===== config.mk =====
export PLATFORM = sky130hd
export DESIGN_NAME = stc_link_turnaround_control
export DESIGN_NICKNAME = d
export VERILOG_FILES = /design/src/rtl/stc_pkg.sv /design/src/rtl/stc_edge_sampler.sv /design/src/rtl/stc_link_turnaround_control.sv
export SDC_FILE = /design/constraint.sdc
export NUM_CORES = 1
export LEC_CHECK = 0
export ABC_AREA = 1
export BUFFER_PORTS_ARGS = -buffer_cell sky130_fd_sc_hd__buf_4
export CAP_MARGIN = 30
export CORE_ASPECT_RATIO = 1.2
export CORE_MARGIN = 1
export CORE_UTILIZATION = 35
export CTS_CLUSTER_SIZE = 40
export DETAILED_ROUTE_END_ITERATION = 6
export PLACE_DENSITY = 0.72
export SLEW_MARGIN = 20
export SYNTH_ARGS = -nofsm -noshare
export SYNTH_HDL_FRONTEND = slang
export SYNTH_SLANG_ARGS = --single-unit

===== constraint.sdc =====
create_clock -name clk -period 2.31 [get_ports clk]
set_input_delay 0.1155 -clock clk [delete_from_list [all_inputs] [get_ports clk]]
set_output_delay 0.1155 -clock clk [all_outputs]
set_load 0.01 [all_outputs]

===== src/rtl/stc_pkg.sv =====
package stc_pkg;

  localparam logic [3:0] STC_OFS_LINK_CONTROL = 4'h4;
  localparam logic [3:0] STC_OFS_PROT_IDENT = 4'h4;
  localparam logic [3:0] STC_BANK_LINK_CONTROL = 4'h1;
  localparam logic [3:0] STC_BANK_PROT_IDENT = 4'h3;

  localparam int STC_TRN_LSB = 8;
  localparam int STC_TRN_MSB = 9;
  localparam int STC_LC_RES1_BIT = 6;
  localparam int STC_LC_RES0_LSB = 10;
  localparam logic [1:0] STC_TRN_RESET = 2'h0;

  localparam int STC_VSN_LSB = 0;
  localparam int STC_VSN_MSB = 3;
  localparam int STC_INST_LSB = 28;
  localparam int STC_INST_MSB = 31;
  localparam logic [3:0] STC_PROT_VSN_TWO = 4'h1;

  localparam int STC_SYNC_STAGES = 3;

  typedef struct packed
  {
    logic valid;
    logic write;
    logic [3:0] offset;
    logic [3:0] bank;
    logic [31:0] wdata;
  } stc_req_t;

  typedef struct packed
  {
    logic valid;
    logic hit;
    logic proto_err;
    logic [31:0] rdata;
  } stc_resp_t;

  typedef enum logic
  {
    STC_TRN_IDLE,
    STC_TRN_GAP
  } stc_trn_state_t;

  function automatic logic stc_addr_hit(input stc_req_t r,
                                        input logic [3:0] ofs,
                                        input logic [3:0] bank);
    stc_addr_hit = r.valid && (r.offset == ofs) && (r.bank == bank);
  endfunction

endpackage


===== src/rtl/stc_edge_sampler.sv =====
`timescale 1ns/10ps
`default_nettype none
module stc_edge_sampler
  import stc_pkg::*;
(
  input wire logic clk,
  input wire logic reset,
  input wire logic ce,
  input wire logic async_in,
  output logic level_q,
  output logic rise_q
);

  logic [STC_SYNC_STAGES-1:0] sync_q;

  // First stage feeds only the second; decisions use stages two and three
  always_ff @(posedge clk)
  begin
    if (reset)
      sync_q <= '0;
    else if (ce)
      sync_q <= {sync_q[STC_SYNC_STAGES-2:0], async_in};
  end

  always_ff @(posedge clk)
  begin
    if (reset)
    begin
      level_q <= 1'b0;
      rise_q <= 1'b0;
    end
    else if (ce)
    begin
      rise_q <= 1'b0;
      if (sync_q[1] == sync_q[2] && sync_q[2] != level_q)
      begin
        level_q <= sync_q[2];
        rise_q <= sync_q[2];
      end
    end
  end
endmodule
`default_nettype wire


===== src/rtl/stc_link_turnaround_control.sv =====
// Summary of operation
// - Setting in link_control bits 9:8; codes 0..3 give 1..4 periods.
// - One turnaround unit is one link bit period, not internal clocks.
// - Fixed-turnaround build flags a setting change as protocol error.
// - link_control answers at offset 0x4 only with bank select 0x1.
// - Protocol ident only in architecture two; reports protocol version.
// - Architecture two port supports protocol version two with multi-drop.
// - Scan-chain variant: protocol ident is reserved with no content.
// - Protocol ident is 32 bits, content depends on link variant.
// - Scan link_control reads zero, ignores writes; bits 31:10 zero.
// - Ident bits 3:0 give protocol version; 0x1 means version two.
// - Ident bits 31:28 hold instance number; bits 27:4 read zero.
// - Protocol ident answers at offset 0x4 with bank select 0x3.
`timescale 1ns/10ps
`default_nettype none
module stc_link_turnaround_control
  import stc_pkg::*;
#(
  parameter bit VARIABLE_TRN = 1'b1,
  parameter bit SCAN_VARIANT = 1'b0,
  parameter bit ARCH_TWO = 1'b1,
  // Arbitrary default; must differ per target on a shared link
  parameter logic [3:0] INSTANCE_NUM = 4'h0
)
(
  input wire logic clk,
  input wire logic reset,
  input wire logic ce,
  input wire logic link_clk,
  input wire stc_req_t req,
  input wire logic trn_start,
  output stc_resp_t resp,
  output logic [1:0] turnaround_length,
  output logic trn_active,
  output logic trn_done
);

  logic link_rise;
  logic hit_lc;
  logic hit_id;
  logic lc_wr;
  logic fixed_err;
  logic [1:0] len_q;
  logic [1:0] cnt_q;
  logic [31:0] lc_rdata;
  logic [31:0] id_rdata;
  stc_trn_state_t state_q;

  stc_edge_sampler u_link_sampler (
    .clk(clk),
    .reset(reset),
    .ce(ce),
    .async_in(link_clk),
    .level_q(),
    .rise_q(link_rise)
  );

  assign hit_lc = stc_addr_hit(req, STC_OFS_LINK_CONTROL,
                               STC_BANK_LINK_CONTROL);
  // Reserved without architecture two: left for the port to answer
  assign hit_id = ARCH_TWO &&
                  stc_addr_hit(req, STC_OFS_PROT_IDENT,
                               STC_BANK_PROT_IDENT);
  assign lc_wr = hit_lc && req.write;
  assign fixed_err = lc_wr && !VARIABLE_TRN && !SCAN_VARIANT &&
    (req.wdata[STC_TRN_MSB:STC_TRN_LSB] != turnaround_length);

  always_ff @(posedge clk)
  begin
    if (reset)
      turnaround_length <= STC_TRN_RESET;
    else if (ce && lc_wr && VARIABLE_TRN && !SCAN_VARIANT)
      turnaround_length <= req.wdata[STC_TRN_MSB:STC_TRN_LSB];
  end

  always_comb
  begin
    lc_rdata = '0;
    if (!SCAN_VARIANT)
    begin
      lc_rdata[STC_TRN_MSB:STC_TRN_LSB] = turnaround_length;
      lc_rdata[STC_LC_RES1_BIT] = 1'b1;
    end
  end

  always_comb
  begin
    id_rdata = '0;
    if (!SCAN_VARIANT)
    begin
      id_rdata[STC_VSN_MSB:STC_VSN_LSB] = STC_PROT_VSN_TWO;
      id_rdata[STC_INST_MSB:STC_INST_LSB] = INSTANCE_NUM;
    end
  end

  // Answer one cycle after the request; writes answer with zero data
  always_ff @(posedge clk)
  begin
    if (reset)
      resp <= '0;
    else if (ce)
    begin
      resp.valid <= req.valid;
      resp.hit <= hit_lc || hit_id;
      resp.proto_err <= fixed_err;
      if (hit_lc && !req.write)
        resp.rdata <= lc_rdata;
      else if (hit_id && !req.write)
        resp.rdata <= id_rdata;
      else
        resp.rdata <= '0;
    end
  end

  // Gap counted in link clock edges so it tracks the wire rate
  always_ff @(posedge clk)
  begin
    if (reset)
    begin
      state_q <= STC_TRN_IDLE;
      len_q <= STC_TRN_RESET;
      cnt_q <= '0;
      trn_active <= 1'b0;
      trn_done <= 1'b0;
    end
    else if (ce)
    begin
      trn_done <= 1'b0;
      unique case (state_q)
        STC_TRN_IDLE:
        begin
          if (trn_start)
          begin
            state_q <= STC_TRN_GAP;
            len_q <= turnaround_length;
            cnt_q <= '0;
            trn_active <= 1'b1;
          end
        end
        STC_TRN_GAP:
        begin
          if (link_rise)
          begin
            if (cnt_q == len_q)
            begin
              state_q <= STC_TRN_IDLE;
              trn_active <= 1'b0;
              trn_done <= 1'b1;
            end
            else
              cnt_q <= cnt_q + 2'd1;
          end
        end
      endcase
    end
  end

  // Helper for checks: link edges seen during the current gap
  logic [2:0] gap_edges_q;
  always_ff @(posedge clk)
  begin
    if (reset)
      gap_edges_q <= '0;
    else if (ce)
    begin
      if (!trn_active)
        gap_edges_q <= '0;
      else if (link_rise)
        gap_edges_q <= gap_edges_q + 3'd1;
    end
  end
endmodule
`default_nettype wire


# ---- Word-level counts from Yosys, hierarchy flattened
# Index checks and enable logic that the tools add are counted.
# Widths: inputs -> output; s select.
dict set report classes {
  n_mux 18
  reduce_logical 14
  bitwise_logic 1
  eq_ne 10
  add_sub_neg 1
}
# op count
set ops {}
lappend ops {{$mux 1} 11}
lappend ops {{$mux 10} 1}
lappend ops {{$logic_and 1x1->1} 8}
lappend ops {{$reduce_and 4->1} 2}
lappend ops {{$mux 2} 3}
lappend ops {{$eq 4x1->1 const B} 1}
lappend ops {{$eq 4x2->1 const B} 1}
lappend ops {{$eq 4x3->1 const B} 1}
lappend ops {{$ne 2x1->1 const B} 2}
lappend ops {{$ne 2x2->1 const B} 2}
lappend ops {{$pmux 1 s2} 2}
lappend ops {{$pmux 2 s2} 1}
lappend ops {{$reduce_and 3->1} 1}
lappend ops {{$add 2x1->2 const B} 1}
lappend ops {{$eq 2x2->1} 1}
lappend ops {{$reduce_and 2->1} 1}
lappend ops {{$eq 1x1->1} 1}
lappend ops {{$logic_not 1->1} 1}
lappend ops {{$logic_or 1x1->1} 1}
lappend ops {{$ne 1x1->1} 1}
lappend ops {{$not 1->1} 1}
dict set report totals {
  word_cells 56
  out_inout_bits 39
  inputBits 47
  ff_bits 48
}

# ---- Depth between registers and ports, before layout
dict set report logic_depth {
  ltp_word 6
  depth_mapped 8
  ltp_nobuf 8
}

# ---- By module
# Synthesis repeated with hierarchy kept, for this count alone.
dict set report unflattened {
  hier_cells 153
  area_unflattened_um2 1122.3
}
# mod cells_each n_inst seq_area_each_um2 area_each_um2
set by_module_without_submodules {}
lappend by_module_without_submodules {stc_link_turnaround_control 131 1 300.3 938.4}
lappend by_module_without_submodules {stc_edge_sampler 22 1 100.1 183.9}

# ---- Worst setup path after synthesis
# No wires, ideal clock.
dict set report synth_path {
  path_kind {register to register}
  from {reg state_q}
  to {reg trn_active}
  arrival_time_ps 908
  path_stages_with_launch 6
  setup_slack_ps 1334
  required_ps 2242
  n_path_buf 0
  period_less_slack_ps 976
  setup_ps 68
  path_cell_list {dfxtp_1 inv_2 or2_4 nand3_1 nand2_1 a21oi_2}
}
dict set report synth_via {
  elab_chain_len 3
  elab_cells_between_ends 6
  classes_between {eq/ne: 3; mux: 1; bitwise: 1; reduce/logical: 1}
}
# element line_no
set synth_rtl {}
lappend synth_rtl {{start: declaration} stc_link_turnaround_control.sv:47} ;# stc_trn_state_t state_q;
lappend synth_rtl {{start signal: assignment} stc_link_turnaround_control.sv:120} ;# state_q <= STC_TRN_IDLE;
lappend synth_rtl {{start signal: assignment} stc_link_turnaround_control.sv:134} ;# state_q <= STC_TRN_GAP;
lappend synth_rtl {{start signal: assignment} stc_link_turnaround_control.sv:146} ;# state_q <= STC_TRN_IDLE;
lappend synth_rtl {{$not 1->1} --}
lappend synth_rtl {{$ne 2x2->1 (no line)} --}
lappend synth_rtl {{$reduce_and 4->1 (no line)} --}
lappend synth_rtl {{end signal: assignment} stc_link_turnaround_control.sv:123} ;# trn_active <= 1'b0;
lappend synth_rtl {{end signal: assignment} stc_link_turnaround_control.sv:137} ;# trn_active <= 1'b1;
lappend synth_rtl {{end signal: assignment} stc_link_turnaround_control.sv:147} ;# trn_active <= 1'b0;
lappend synth_rtl {{end: declaration} stc_link_turnaround_control.sv:34} ;# output logic trn_active,
# Several ways; a longest one is shown, not always the timed one.
# A chain may end at the register's enable or synchronous reset.

# ---- Worst setup path in the final report
dict set report layout_path {
  from {reg cnt_q[1]}
  to {reg cnt_q[0]}
}
dict set report layout_via {
  elab_chain_len 3
}
# element line_no
set layout_rtl {}
lappend layout_rtl {{start: declaration} stc_link_turnaround_control.sv:44} ;# logic [1:0] cnt_q;
lappend layout_rtl {{start signal: assignment} stc_link_turnaround_control.sv:151} ;# cnt_q <= cnt_q + 2'd1;
lappend layout_rtl {{$eq 2x2->1} stc_link_turnaround_control.sv:144} ;# if (cnt_q == len_q)
lappend layout_rtl {{$ne 2x2->1 (no line)} --}
lappend layout_rtl {{$reduce_and 4->1 (no line)} --}
# No other way between the ends.

==> impl_results.md <==
* Top Usage Layer GRT: met2
* Met3 Use GR at 1.90%
* Clock group share of total power at 37.6%
* Largest net degree at the start of global routing at 13
* Die height at 64.0 um
* Avg Inst Size Synth at around 7.3 um2
* Die area at 3430 um2
* Crit path max-delay family: simple AND/OR/NAND/NOR gates
* Post-CTS Setup Inserts at 0
* Clk pin slew, worst setup/hold paths at 110 ps
* RSZ-0062 raised after global routing: false
* Vias in the first global route at 776
* CP Class: flip-flop to flip-flop
* Cell Area, Synth at 1120 um2
* Final core occ at a little over two fifths
* Die extent in x at 53.7 um
* H-tree depth at 1
* Initial antenna violation count at 0
* Fmax at 0.915 GHz
* Crit-path slowest cell: dfxtp_1
* Synth area leader: dfxtp_1
* Comb pwr share at 13.2%
* Top cell type's share of synthesized area at 35.7%
* # nets final at 228
* Worst path most repeated cell: nand2_1
* GRT Resource Usage Total at 12.5%
* Site Rows at 22
* Post-CTS resize count at 0
* Starting Density at roughly 37%
* Hold-fix buffers at CTS at 0
* Status: finished clean
* Synth Flop Type: dfxtp_1
* Tmin final at 1090 ps
* Share of flip-flops with an asynchronous set or reset at 0%
* Detailed placer's ending HPWL at 1490 um
* Internal power at 0.000567 W
* Dominant cells by area after synthesis: dfxtp_1, buf_4, nand2_1, inv_1, nor2_1
* Drt pass-1 iters at 4
* CP peak stage delay at 390 ps
* CP max FO at 4
* Worst hold slack at 39.0 ps
* Mapped Cells at between 150 and 200
* # clock sinks at 20
* Post-DR wirelength/cell at about 8.6 um
* Global Route met1 Usage at 14.9%
* P_leak at 0.633 nW
* Skew-Pair Late Insertion Delay at 300 ps
* Fin crit share at 47.3%
* I/O Pins at 86
* Met2 Usage GRT at 20.4%
* Bufs and invs on worst path at 1
* Maximum buffer depth of the clock tree at 2
* PwrDens at about 570 nW/um2
* Seq/Total Area, Yosys at a little over a third
* Core area at about 3000 um2
* CP Capture Type: flip-flop
* TritonCTS clock tree: done
* Worst VDD drop at 0.278 mV
* Startpoint types: flip-flop
* Grt total ovfl at 0
* Yosys warning count at 0
* Hold crit path type: input port to flip-flop
* # diodes at 0
* Setup TNS at 0 ps
* ANT nets after route at 0
* Worst Path Required at about 2500 ps
* Drt first-iter violations at 12
* CP arrival at ~1300 ps
* First-pass GRT wire length at 3170 um
* Placer congestion estimate at 0.757
* Final setup violation count at 0
* Clk root buf: clkbuf_4
* Final Hold Viols at 0
* DR vias/cell at 4.24
* Flops & latches, synth at 20
* Cts bufs inserted at 3
* Final Skew at 7.94 ps
* Synthesis-to-layout area growth at 14.6%
* Routed WL at between 1500 and 2000 um
* Slew Limit Fails at 0
* Share of cells above drive strength 1 at a little under a quarter
* Crit path cell chain: inv_1 -> nand2_1 -> nand2_1 -> nand2_1 -> nand2_1 -> o21ai_0 -> nand2_1 -> nor2_1
* Switch share at 23.1%
* Synth cell types at 24
* Routed vias at 915
* Net Sw Power at 0.000171 W
* PortBufs at 26
* Number of synthesized flops with an enable pin at 0
* Max-Cap Viols at 0
* DRC violations left at 0
* Flop pwr share at around half
## stage by stage
stage / std cells / total power (W) / setup slack, ps / instance area (um2)
after floorplan: 182 / 0.000470 / 1330 / 1230
after detailed placement: 212 / 0.000468 / 1230 / 1230
after global placement: 212 / 0.000467 / 1260 / 1230
after CTS: 216 / 0.000748 / 1200 / 1280
final: 216 / 0.000737 / 1220 / 1280
after global routing: 216 / 0.000778 / 1100 / 1280
## cell type report
type / count / area [um2]
clock buffers: 3 / 22.5
multi-input cells: 111 / 520
repair buffers: 26 / 195
flip-flops and latches: 20 / 400
well taps: 36 / 45.0
clock inverters: 1 / 30.0
inverters: 19 / 71.3
fillers: 330 / 1770
## layer usage
layer | share of wire (%) | up-vias
li1 | - | 480
met1 | 44 | 398
met2 | 49 | 35
met3 | 6.0 | 2
met4 | 0.92 | 0
met5 | 0 | -
## worst min-delay path, delay by kind of cell
family,cells,cell delay [ps]
and+or+nand+nor,2,110
buffers and inverters,1,70
## synth_stat cells (2+ instances only)
library cell	number
buf_4	30
nand2_1	27
dfxtp_1	20
inv_1	16
nor2_1	14
a21oi_1	10
o21ai_0	8
nand4_1	6
nand3_1	4
inv_2	3
a21oi_2	2
nand3_2	2
## cell families (layout without fill, tap and decap cells)
family / Yosys count / count (layout) / synth area share (%)
AND/OR/NAND/NOR: 58 / 58 / 24.4
buffers and inverters: 51 / 49 / 27.2
AO/OA/AOI/OAI: 23 / 23 / 11.5
flip-flops: 20 / 20 / 35.7
other: 1 / 29 / 0.335
XOR/XNOR: 1 / 1 / 0.781
## power groups by stage
stage	clock [W]	combinational (W)	sequential [W]
after global routing	0.000302	0.000112	0.000364
after global placement	0	0.0000970	0.000370
after detailed placement	0	0.0000977	0.000370
final	0.000278	0.0000976	0.000362
after floorplan	0	0.0000990	0.000371
after CTS	0.000287	0.0000979	0.000362
## flip-flops by register name, summed over array words and instances (netlist names)
register / cells
u_link_sampler.rise_q: 1
trn_done: 1
cnt_q: 2
resp: 6
u_link_sampler.sync_q: 3
turnaround_length: 2
trn_active: 1
len_q: 2
u_link_sampler.level_q: 1
state_q: 1
## path summary, 6_finish.rpt
path / start / endpoint / slack, ps / cells after the start
setup reg to reg: cnt_q[1] / cnt_q[0] / 1220 / 8
hold / removal: link_clk / u_link_sampler.sync_q[0] / 40 / 3
setup / recovery: cnt_q[1] / cnt_q[0] / 1220 / 8
hold reg to reg: resp[0] / resp[0] / 470 / 2
## cells in the final DEF (no fill, tap or decap)
| cell type | netlist | final |
|---|---|---|
| nand4_1 | 6 | 6 |
| conb_1 | 1 | 29 |
| buf_4 | 30 | 26 |
| o21ai_1 | 1 | 1 |
| a221oi_1 | 1 | 1 |
| nand3_1 | 4 | 4 |
| bufinv_16 | 0 | 1 |
| or2_4 | 1 | 1 |
| nor2_4 | 1 | 1 |
| dfxtp_1 | 20 | 20 |
| clkbuf_4 | 0 | 3 |
| o21ai_0 | 8 | 8 |
| xnor2_1 | 1 | 1 |
| a21oi_2 | 2 | 2 |
| nor3_1 | 1 | 1 |
| inv_1 | 16 | 16 |
| nand2_4 | 1 | 1 |
| a21oi_1 | 10 | 10 |
| nor2_2 | 1 | 1 |
| inv_2 | 3 | 3 |
| a211oi_1 | 1 | 1 |
| nand3_2 | 2 | 2 |
| nor2_1 | 14 | 14 |
| nand2_1 | 27 | 27 |
Power figures use the tool's default switching activity.
